`config.mk`:
```
export PLATFORM = sky130hd
export DESIGN_NAME = three_phase_pwm_controller
export DESIGN_NICKNAME = d
export VERILOG_FILES = /design/src/pwm_pkg.sv /design/src/three_phase_pwm_controller.sv
export SDC_FILE = /design/constraint.sdc
export NUM_CORES = 1
export LEC_CHECK = 0
export ABC_AREA = 1
export BUFFER_PORTS_ARGS = -buffer_cell sky130_fd_sc_hd__buf_2
export CAP_MARGIN = 5
export CORE_AREA = 2 2 311 221
export DETAILED_ROUTE_END_ITERATION = 7
export DIE_AREA = 0 0 313 223
export GPL_ROUTABILITY_DRIVEN = 0
export HOLD_SLACK_MARGIN = 0.08
export PLACE_DENSITY = 0.67
export SYNTH_ARGS = -nofsm -noshare
export SYNTH_HDL_FRONTEND = slang
export SYNTH_SLANG_ARGS = --single-unit
export TNS_END_PERCENT = 20
```
`constraint.sdc`:
```
create_clock -name sys_clk -period 4.8 [get_ports sys_clk]
set_input_delay 0.96 -clock sys_clk [delete_from_list [all_inputs] [get_ports sys_clk]]
set_output_delay 0.96 -clock sys_clk [all_outputs]
set_load 0.005 [all_outputs]
```
`src/pwm_pkg.sv`:
```
// package for the three-phase pwm controller: register map, field layout,
// reset values and the shadow configuration carrier.
// assumes a 32-bit ahb-lite register bus with word-aligned registers.
package pwm_pkg;

  // ****************************************************************
  // register byte addresses
  // ****************************************************************
  localparam logic [7:0] ADDR_PERIOD   = 8'h00;
  localparam logic [7:0] ADDR_DEAD     = 8'h04;
  localparam logic [7:0] ADDR_PDEL     = 8'h08;
  localparam logic [7:0] ADDR_SYNCW    = 8'h0C;
  localparam logic [7:0] ADDR_DUTY_A   = 8'h10;
  localparam logic [7:0] ADDR_DUTY_B   = 8'h14;
  localparam logic [7:0] ADDR_DUTY_C   = 8'h18;
  localparam logic [7:0] ADDR_SEGMENT  = 8'h1C;
  localparam logic [7:0] ADDR_GATE     = 8'h20;
  localparam logic [7:0] ADDR_MODE     = 8'h24;
  localparam logic [7:0] ADDR_IO_SD_EN = 8'h28;
  localparam logic [7:0] ADDR_SW_TRIP  = 8'h2C;
  localparam logic [7:0] ADDR_STATUS   = 8'h30;

  // ****************************************************************
  // fields and reset values
  // ****************************************************************
  localparam int DEAD_W        = 10;
  localparam int SYNCW_W       = 8;
  localparam int CHOP_W        = 8;
  localparam int SEG_EN_LSB    = 0;   // six enables: a_hi a_lo b_hi b_lo c_hi c_lo
  localparam int SEG_XO_LSB    = 6;   // three crossover bits, a b c
  localparam int GATE_HI_EN    = 8;
  localparam int GATE_LO_EN    = 9;
  localparam int MODE_DOUBLE   = 6;
  localparam int STAT_TRIP     = 0;
  localparam int STAT_POL      = 1;
  localparam int STAT_SHUT     = 2;
  localparam int STAT_HALF     = 3;
  localparam int SWT_TRIP_BIT  = 0;
  localparam int DEAD_SCALE    = 2;   // dead time counts in two-cycle steps

  localparam logic [15:0] PERIOD_RST = 16'h0000;
  localparam logic [7:0]  SYNCW_RST  = 8'h27;
  localparam logic [8:0]  SEG_RST    = 9'h03F;

  localparam logic [1:0] HTRANS_NONSEQ = 2'h2;

  // ****************************************************************
  // shadow configuration latched at each update point
  // ****************************************************************
  typedef struct packed {
    logic [15:0]         period;
    logic [DEAD_W-1:0]   dead;
    logic [15:0]         pdel;
    logic [SYNCW_W-1:0]  syncw;
    logic [2:0][15:0]    duty;
    logic [8:0]          seg;
  } pwm_cfg_s;

endpackage

```
`src/three_phase_pwm_controller.sv`:
```
// three-phase center-based pwm generator with dead time, pulse deletion,
// crossover, per-output enables, gate chopping and shutdown.
// assumes a single ahb-lite master on sys_clk; trip, polarity and gpio
// pins are asynchronous to sys_clk.
//
// What this block does
// - drives three high/low output pairs, one per motor phase.
// - polarity pin selects active-high or active-low output patterns.
// - period, dead time and minimum pulse set by their own registers.
// - three duty registers each set one pair's duty cycle.
// - each of six outputs has its own enable bit in segment control.
// - per-pair crossover bit swaps high and low signal routing.
// - outputs mixed with chopping signal, frequency from 8-bit gate field.
// - chopping enabled separately for high-side and low-side outputs.
// - single update mode loads new values once per period, symmetric pattern.
// - double update mode also loads at period midpoint, allowing asymmetry.
// - one mode-control bit selects single or double update.
// - that bit is bit 6, clear means single, resets clear.
// - one sync pulse at every period start in single mode.
// - double mode adds a sync pulse at each period midpoint.
// - sync width is clock period times (width register + 1), reset 0x27.
// - dead time is 10-bit value times two clocks; zero gives none.
// - timing unit makes complementary center-based pairs with dead time.
// - trip pin low forces all outputs off at once, level per polarity.
// - enabled gpio lines act as extra asynchronous trip sources.
// - hardware shutdown path bypasses all clocked logic.
// - software trip write shuts outputs down like hardware sources.
// - shutdown controller handles all sources and resets the timing unit.
// - status shows trip and polarity pin levels and half-period flag.
// - half flag is status bit 3, clear first half, set second.
// - all timing is counted in sys_clk periods.
// - interrupt pulse on each sync rising edge and on any shutdown.
`timescale 1ns/1ns

module three_phase_pwm_controller #(
  parameter int GPIO_W = 12
) (
  input  wire logic                sys_clk,
  input  wire logic                sys_rst,
  // ahb-lite slave
  input  wire logic                hsel,
  input  wire logic [31:0]         haddr,
  input  wire logic [1:0]          htrans,
  input  wire logic                hwrite,
  input  wire logic [2:0]          hsize,
  input  wire logic [31:0]         hwdata,
  input  wire logic                hready,
  output logic      [31:0]         hrdata,
  output logic                     hreadyout,
  output logic                     hresp,
  // pins
  input  wire logic                trip_input_pin_n,
  input  wire logic                polarity_select_pin,
  input  wire logic [GPIO_W-1:0]   gpio_lines,
  output logic                     phase_a_high_out,
  output logic                     phase_a_low_out,
  output logic                     phase_b_high_out,
  output logic                     phase_b_low_out,
  output logic                     phase_c_high_out,
  output logic                     phase_c_low_out,
  output logic                     sync_pulse_out,
  output logic                     sync_irq,
  output logic                     shutdown_irq
);
  import pwm_pkg::*;

  // ****************************************************************
  // register file
  // ****************************************************************
  logic [15:0]          period_register;
  logic [DEAD_W-1:0]    dead_time_register;
  logic [15:0]          pulse_deletion_register;
  logic [SYNCW_W-1:0]   sync_width_register;
  logic [2:0][15:0]     duty_reg;
  logic [8:0]           output_segment_control;
  logic [9:0]           gate_chopping_register;
  logic                 double_mode;
  logic [GPIO_W-1:0]    io_shutdown_enable;

  logic                 wr_pend;
  logic [7:0]           wr_addr;
  logic                 sw_trip_set;
  logic                 sw_trip_clr;
  logic                 shut_latched;
  logic                 half;
  logic [1:0]           trip_s;
  logic [1:0]           pol_s;
  logic [1:0][GPIO_W-1:0] gpio_s;

  wire logic addr_phase = hsel && hready && (htrans == HTRANS_NONSEQ);

  always_ff @(posedge sys_clk) begin
    if (sys_rst) begin
      wr_pend <= 1'b0;
      wr_addr <= 8'h00;
    end else begin
      wr_pend <= addr_phase && hwrite;
      wr_addr <= haddr[7:0];
    end
  end

  // writes land in the data phase, when hwdata is valid
  always_ff @(posedge sys_clk) begin
    if (sys_rst) begin
      period_register         <= PERIOD_RST;
      dead_time_register      <= '0;
      pulse_deletion_register <= '0;
      sync_width_register     <= SYNCW_RST;
      duty_reg                <= '0;
      output_segment_control  <= SEG_RST;
      gate_chopping_register  <= '0;
      double_mode             <= 1'b0;
      io_shutdown_enable      <= '0;
    end else if (wr_pend) begin
      unique case (wr_addr)
        ADDR_PERIOD:   period_register         <= hwdata[15:0];
        ADDR_DEAD:     dead_time_register      <= hwdata[DEAD_W-1:0];
        ADDR_PDEL:     pulse_deletion_register <= hwdata[15:0];
        ADDR_SYNCW:    sync_width_register     <= hwdata[SYNCW_W-1:0];
        ADDR_DUTY_A:   duty_reg[0]             <= hwdata[15:0];
        ADDR_DUTY_B:   duty_reg[1]             <= hwdata[15:0];
        ADDR_DUTY_C:   duty_reg[2]             <= hwdata[15:0];
        ADDR_SEGMENT:  output_segment_control  <= hwdata[8:0];
        ADDR_GATE:     gate_chopping_register  <= hwdata[9:0];
        ADDR_MODE:     double_mode             <= hwdata[MODE_DOUBLE];
        ADDR_IO_SD_EN: io_shutdown_enable      <= hwdata[GPIO_W-1:0];
        default:       ;
      endcase
    end
  end

  always_comb begin
    sw_trip_set = wr_pend && (wr_addr == ADDR_SW_TRIP) && hwdata[SWT_TRIP_BIT];
    sw_trip_clr = wr_pend && (wr_addr == ADDR_SW_TRIP) && !hwdata[SWT_TRIP_BIT];
  end

  // read data is registered in the address phase so hrdata is a flop output
  always_ff @(posedge sys_clk) begin
    if (sys_rst) begin
      hrdata <= '0;
    end else if (addr_phase && !hwrite) begin
      unique case (haddr[7:0])
        ADDR_PERIOD:   hrdata <= {16'h0000, period_register};
        ADDR_DEAD:     hrdata <= {22'h000000, dead_time_register};
        ADDR_PDEL:     hrdata <= {16'h0000, pulse_deletion_register};
        ADDR_SYNCW:    hrdata <= {24'h000000, sync_width_register};
        ADDR_DUTY_A:   hrdata <= {16'h0000, duty_reg[0]};
        ADDR_DUTY_B:   hrdata <= {16'h0000, duty_reg[1]};
        ADDR_DUTY_C:   hrdata <= {16'h0000, duty_reg[2]};
        ADDR_SEGMENT:  hrdata <= {23'h000000, output_segment_control};
        ADDR_GATE:     hrdata <= {22'h000000, gate_chopping_register};
        ADDR_MODE:     hrdata <= {25'h0000000, double_mode, 6'h00};
        ADDR_IO_SD_EN: hrdata <= {{(32-GPIO_W){1'b0}}, io_shutdown_enable};
        ADDR_STATUS:   hrdata <= {28'h0000000, half, shut_latched,
                                  pol_s[1], trip_s[1]};
        default:       hrdata <= '0;
      endcase
    end
  end

  always_ff @(posedge sys_clk) begin
    if (sys_rst) begin
      hreadyout <= 1'b0;
      hresp     <= 1'b0;
    end else begin
      hreadyout <= 1'b1;   // zero wait states once out of reset
      hresp     <= 1'b0;
    end
  end

  // ****************************************************************
  // pin synchronisers and shutdown controller
  // ****************************************************************
  always_ff @(posedge sys_clk) begin
    if (sys_rst) begin
      trip_s <= 2'b11;
      pol_s  <= 2'b00;
      gpio_s <= '1;
    end else begin
      trip_s <= {trip_s[0], trip_input_pin_n};
      pol_s  <= {pol_s[0], polarity_select_pin};
      gpio_s <= {gpio_s[0], gpio_lines};
    end
  end

  logic hw_trip_s;
  logic shut_now;
  always_comb begin
    hw_trip_s = !trip_s[1] || |(~gpio_s[1] & io_shutdown_enable);
    shut_now  = hw_trip_s || sw_trip_set;
  end

  // a trip stays latched until software clears it; a new trip wins over the clear
  always_ff @(posedge sys_clk) begin
    if (sys_rst) begin
      shut_latched <= 1'b0;
      shutdown_irq <= 1'b0;
    end else begin
      if (shut_now) begin
        shut_latched <= 1'b1;
      end else if (sw_trip_clr) begin
        shut_latched <= 1'b0;
      end
      shutdown_irq <= shut_now && !shut_latched;
    end
  end

  // ****************************************************************
  // timing unit
  // ****************************************************************
  pwm_cfg_s    cfg;
  logic [15:0] half_cnt;
  logic        restart;
  logic        half_end;
  logic        load;
  logic [8:0]  sync_cnt;

  always_comb begin
    half_end = ({1'b0, half_cnt} + 17'd1) >= {1'b0, cfg.period};
    load     = restart || (half_end && (half || double_mode));
  end

  // shutdown holds the counter at the start of a period
  always_ff @(posedge sys_clk) begin
    if (sys_rst || shut_latched) begin
      half_cnt <= '0;
      half     <= 1'b0;
      restart  <= 1'b1;
    end else begin
      restart <= 1'b0;
      if (restart || half_end) begin
        half_cnt <= '0;
        half     <= !restart && !half;
      end else begin
        half_cnt <= half_cnt + 16'd1;
      end
    end
  end

  always_ff @(posedge sys_clk) begin
    if (sys_rst) begin
      cfg <= '{period: PERIOD_RST, dead: '0, pdel: '0, syncw: SYNCW_RST,
               duty: '0, seg: SEG_RST};
    end else if (load && !shut_latched) begin
      cfg <= '{period: period_register, dead: dead_time_register,
               pdel: pulse_deletion_register, syncw: sync_width_register,
               duty: duty_reg, seg: output_segment_control};
    end
  end

  // sync is set high on every load, so once per period or twice in double mode
  always_ff @(posedge sys_clk) begin
    if (sys_rst || shut_latched) begin
      sync_pulse_out <= 1'b0;
      sync_cnt       <= '0;
      sync_irq       <= 1'b0;
    end else begin
      // a load while sync is still high makes no rising edge, so no interrupt
      sync_irq <= load && !sync_pulse_out;
      if (load) begin
        sync_pulse_out <= 1'b1;
        sync_cnt       <= {1'b0, sync_width_register};
      end else if (sync_cnt == 9'h000) begin
        sync_pulse_out <= 1'b0;
      end else begin
        sync_cnt <= sync_cnt - 9'd1;
      end
    end
  end

  // ****************************************************************
  // per-phase waveform, dead time and output control
  // ****************************************************************
  logic [7:0]  chop_cnt;
  logic        chop;
  logic [5:0]  drive;

  always_ff @(posedge sys_clk) begin
    if (sys_rst) begin
      chop_cnt <= '0;
      chop     <= 1'b0;
    end else if (chop_cnt >= gate_chopping_register[CHOP_W-1:0]) begin
      chop_cnt <= '0;
      chop     <= !chop;
    end else begin
      chop_cnt <= chop_cnt + 8'd1;
    end
  end

  genvar p;
  generate
    for (p = 0; p < 3; p++) begin : g_phase
      logic        hi_ideal;
      logic        lo_ideal;
      logic [10:0] hi_dcnt;
      logic [10:0] lo_dcnt;
      logic        hi_dt;
      logic        lo_dt;
      logic        hi_rt;
      logic        lo_rt;
      logic [10:0] dead_cyc;

      always_comb begin
        dead_cyc = 11'(cfg.dead * DEAD_SCALE);
        // high side is on around the period centre for duty counts per half
        if (half) begin
          hi_ideal = {1'b0, half_cnt} < {1'b0, cfg.duty[p]};
        end else begin
          hi_ideal = {1'b0, half_cnt} + {1'b0, cfg.duty[p]} >= {1'b0, cfg.period};
        end
        // pulses shorter than the deletion width are dropped
        if (cfg.duty[p] < cfg.pdel) begin
          hi_ideal = 1'b0;
        end
        lo_ideal = !hi_ideal && !restart;
        if ({1'b0, cfg.period} < {1'b0, cfg.duty[p]} + {1'b0, cfg.pdel}) begin
          lo_ideal = 1'b0;
        end
        hi_dt = hi_ideal && (hi_dcnt >= dead_cyc);
        lo_dt = lo_ideal && (lo_dcnt >= dead_cyc);
        // crossover swaps the pair before the enables apply
        hi_rt = cfg.seg[SEG_XO_LSB + p] ? lo_dt : hi_dt;
        lo_rt = cfg.seg[SEG_XO_LSB + p] ? hi_dt : lo_dt;
      end

      // turn-on is delayed until the signal has been asked for dead_cyc cycles
      always_ff @(posedge sys_clk) begin
        if (sys_rst || shut_latched) begin
          hi_dcnt <= '0;
          lo_dcnt <= '0;
        end else begin
          hi_dcnt <= !hi_ideal ? 11'd0 : (hi_dcnt == 11'h7FF) ? hi_dcnt : hi_dcnt + 11'd1;
          lo_dcnt <= !lo_ideal ? 11'd0 : (lo_dcnt == 11'h7FF) ? lo_dcnt : lo_dcnt + 11'd1;
        end
      end

      always_ff @(posedge sys_clk) begin
        if (sys_rst || shut_latched) begin
          drive[2*p]   <= 1'b0;
          drive[2*p+1] <= 1'b0;
        end else begin
          drive[2*p]   <= hi_rt && cfg.seg[SEG_EN_LSB + 2*p]
                          && (!gate_chopping_register[GATE_HI_EN] || chop);
          drive[2*p+1] <= lo_rt && cfg.seg[SEG_EN_LSB + 2*p + 1]
                          && (!gate_chopping_register[GATE_LO_EN] || chop);
        end
      end
    end
  endgenerate

  // ****************************************************************
  // gate drive: polarity and asynchronous shutdown
  // ****************************************************************
  // the trip pin and enabled gpio lines gate the pins without any flop, so the
  // outputs still go off with the clock stopped; enables come from flops
  logic       async_off;
  logic [5:0] pin_on;
  always_comb begin
    async_off = !trip_input_pin_n || |(~gpio_lines & io_shutdown_enable);
    pin_on    = drive & {6{!async_off}};
  end

  // polarity high gives active-high drive; off level is the inactive level
  always_comb begin
    phase_a_high_out = !(pin_on[0] ^ polarity_select_pin);
    phase_a_low_out  = !(pin_on[1] ^ polarity_select_pin);
    phase_b_high_out = !(pin_on[2] ^ polarity_select_pin);
    phase_b_low_out  = !(pin_on[3] ^ polarity_select_pin);
    phase_c_high_out = !(pin_on[4] ^ polarity_select_pin);
    phase_c_low_out  = !(pin_on[5] ^ polarity_select_pin);
  end

endmodule

```
==> results.cfg <==
[timing]
hold_violations = 0
layout_min_cycle_time_ps = 4379
worstMarginPinSlew_ps = 1025
post-route-period-util_pct = 91.23
fmax_mhz = 228.4
final.setup_skew_ps = 24.03
relSlewSlack_pct = 31.48
slew_viol_final = 0
tns_ps = 0
rsz0062_at_grt = no
finalSetupViolCount = 0

[routing]
wl_mm = 80.40
wire_per_inst_um = 17.29
first_iter_violations = 2542
drtAntennaViolNets = 0
via_per_inst = 5.281
vias = 24550
drc = 0
drt-pass1-iter-count = 5

[clock_tree]
clock_latency_ps = 600
cts_tree = built
cts.repair.resized = 0
ctsHoldBuffers = 0
clk_pin_slew_ps = 60
clock_sinks = 395
root_buffer = clkbuf_16
htree_levels = 2
cts_buffers = 41
cts.path.max_buffers = 3
post_cts.repair.setup_buffers = 0

[synthesis]
yosys.cell_types.count = 58
synth_largest_area_cell = dfxtp_1
syn_avg_cell_area_um2 = 7.285
synth_cells = 3630
async_flop_share_pct = 0
seq_area_frac_synth_pct = 29.90
ys.flop_type = dfxtp_1
synth_area_leaders = dfxtp_1 (30%), ha_1 (18%), a21oi_1 (7.4%)
synth_seq_cells = 395
yosys_warnings = 0
synth_area_um2 = 26450
yosysTopAreaCellShare_pct = 29.90
synth_edf_count = 0

[die]
dieHeight_um = 223
io-pin-count = 131
die-area_um2 = 69800
die_x_um = 313
rows = 80
initial_core_util_pct = 39.37
coreArea_um2 = 67160

[final_layout]
layout_common_cells = inv_1 (501), nor2_1 (487), nand2_1 (441)
drive_gt1_share_pct = 6.754
instances_no_fill = 4649
nets = 4185
final_common_cell = inv_1
final_util_pct = 43.76
multi_input_area_um2 = 16100
largest_register_ffs = 99
fillCellCount = 6852
regArea_um2 = 7908
area_growth_pct = 11.13

[power]
power_uw = 10880
ir_worst_vdd_v = 0.0003081
p_leak_uw = 0.01383
power_density_nw_per_um2 = 370.0

[global_route]
grt_max_degree = 153
grt_antenna_before_repair = 1
grt_first_pass_wirelength_mm = 123.9
grt_overflow = 0
grt_pass1_vias = 22100
gr-usage-all-layers_pct = 22.60

[placement]
dp.cells = 4572
io_buffers = 70
dp_hpwl_mm = 63.11

[critical_path]
setup.worst_path.class = reg2reg
crit_fanout = 7
cp_data_arrival_time_ps = 4870
start_kind = flip-flop
rrSetupSlack_ps = 420
crit_required_ps = 5290
end_kind = flip-flop

[flow_run]
cap_violations = 0

[worst_hold_path]
holdCritPathClass = reg2reg

[outcome]
status = completed
Yosys cell counts (12+ instances only):
library cell	count
a21oi_1	389
a31oi_1	12
buf_2	16
buf_4	18
clkbuf_1	70
dfxtp_1	395
ha_1	378
inv_1	501
nand2_1	441
nand3_1	104
nand4_1	77
nor2_1	487
nor3_1	63
nor4_1	24
o211ai_1	21
o21ai_0	287
o22ai_1	34
o31ai_1	18
or2_2	23
xnor2_1	26
xor2_1	119
path summary, 6_finish.rpt:
check,startpoint,end,depth (start not counted)
worst max-delay path,cfg[30],drive[3],19
worst min-delay path,gpio_s[10],gpio_s[22],1
worst max register to register,cfg[30],drive[3],19
worst min register to register,gpio_s[10],gpio_s[22],1
routing by layer:
layer	up-vias	GRT usage (%)	wire, um
li1	12230	-	-
met1	11240	35.81	39890
met2	975	29.79	29470
met3	103	5.429	9322
met4	0	5.232	1719
met5	-	0	0
worst max-delay path: stages (launching register included):
cell and delay [ps]:
dfxtp_1 480, inv_1 80, ha_1 390, nor2_1 170
nand3_1 80, o21ai_0 400, a21oi_1 180, o21ai_0 390
a21oi_1 150, xor2_1 170, ha_1 190, nor3_1 160
nand4_1 170, nor2_1 120, nand2_1 60, nor2_1 110
nand2_1 290, nand3_1 230, nand4_1 220, a21oi_1 260
kinds of logic (layout without fill, tap and decap cells):
group | count (synthesis) | count (layout) | synth area share [%]
DFF | 395 | 395 | 29.90
buffers and inverters | 621 | 721 | 9.481
xor gates and xnor gates | 145 | 145 | 4.802
adders and majority gates | 384 | 384 | 18.34
other | 1 | 18 | 0.01418
and+or+nand+nor | 1237 | 1237 | 19.87
AOI/OAI and AO/OA | 847 | 847 | 17.59
through the flow:
stage	setup slack (ps)	instance area, um2	hold slack (ps)
global placement	584.5	27920	391.0
finish	421.0	29390	398.5
global route	25.57	29390	398.2
floorplan	1263	26510	388.3
CTS	485.6	29380	401.2
detailed placement	516.9	27920	392.9
cell type report:
cell class / instances / area share, %
Inverter: 510 / 6.548
Multi-Input combinational cell: 2630 / 54.77
Antenna cell: 1 / 0.008515
Clock inverter: 24 / 1.047
Tap cell: 902 / 3.840
Clock buffer: 52 / 3.942
Timing Repair Buffer: 135 / 2.938
Sequential cell: 395 / 26.91
power breakdown:
group	switching, uW	internal, uW
Combinational	2330	1240
Sequential	314	3490
Clock	1490	2010
(Power assumes the default switching activity.)
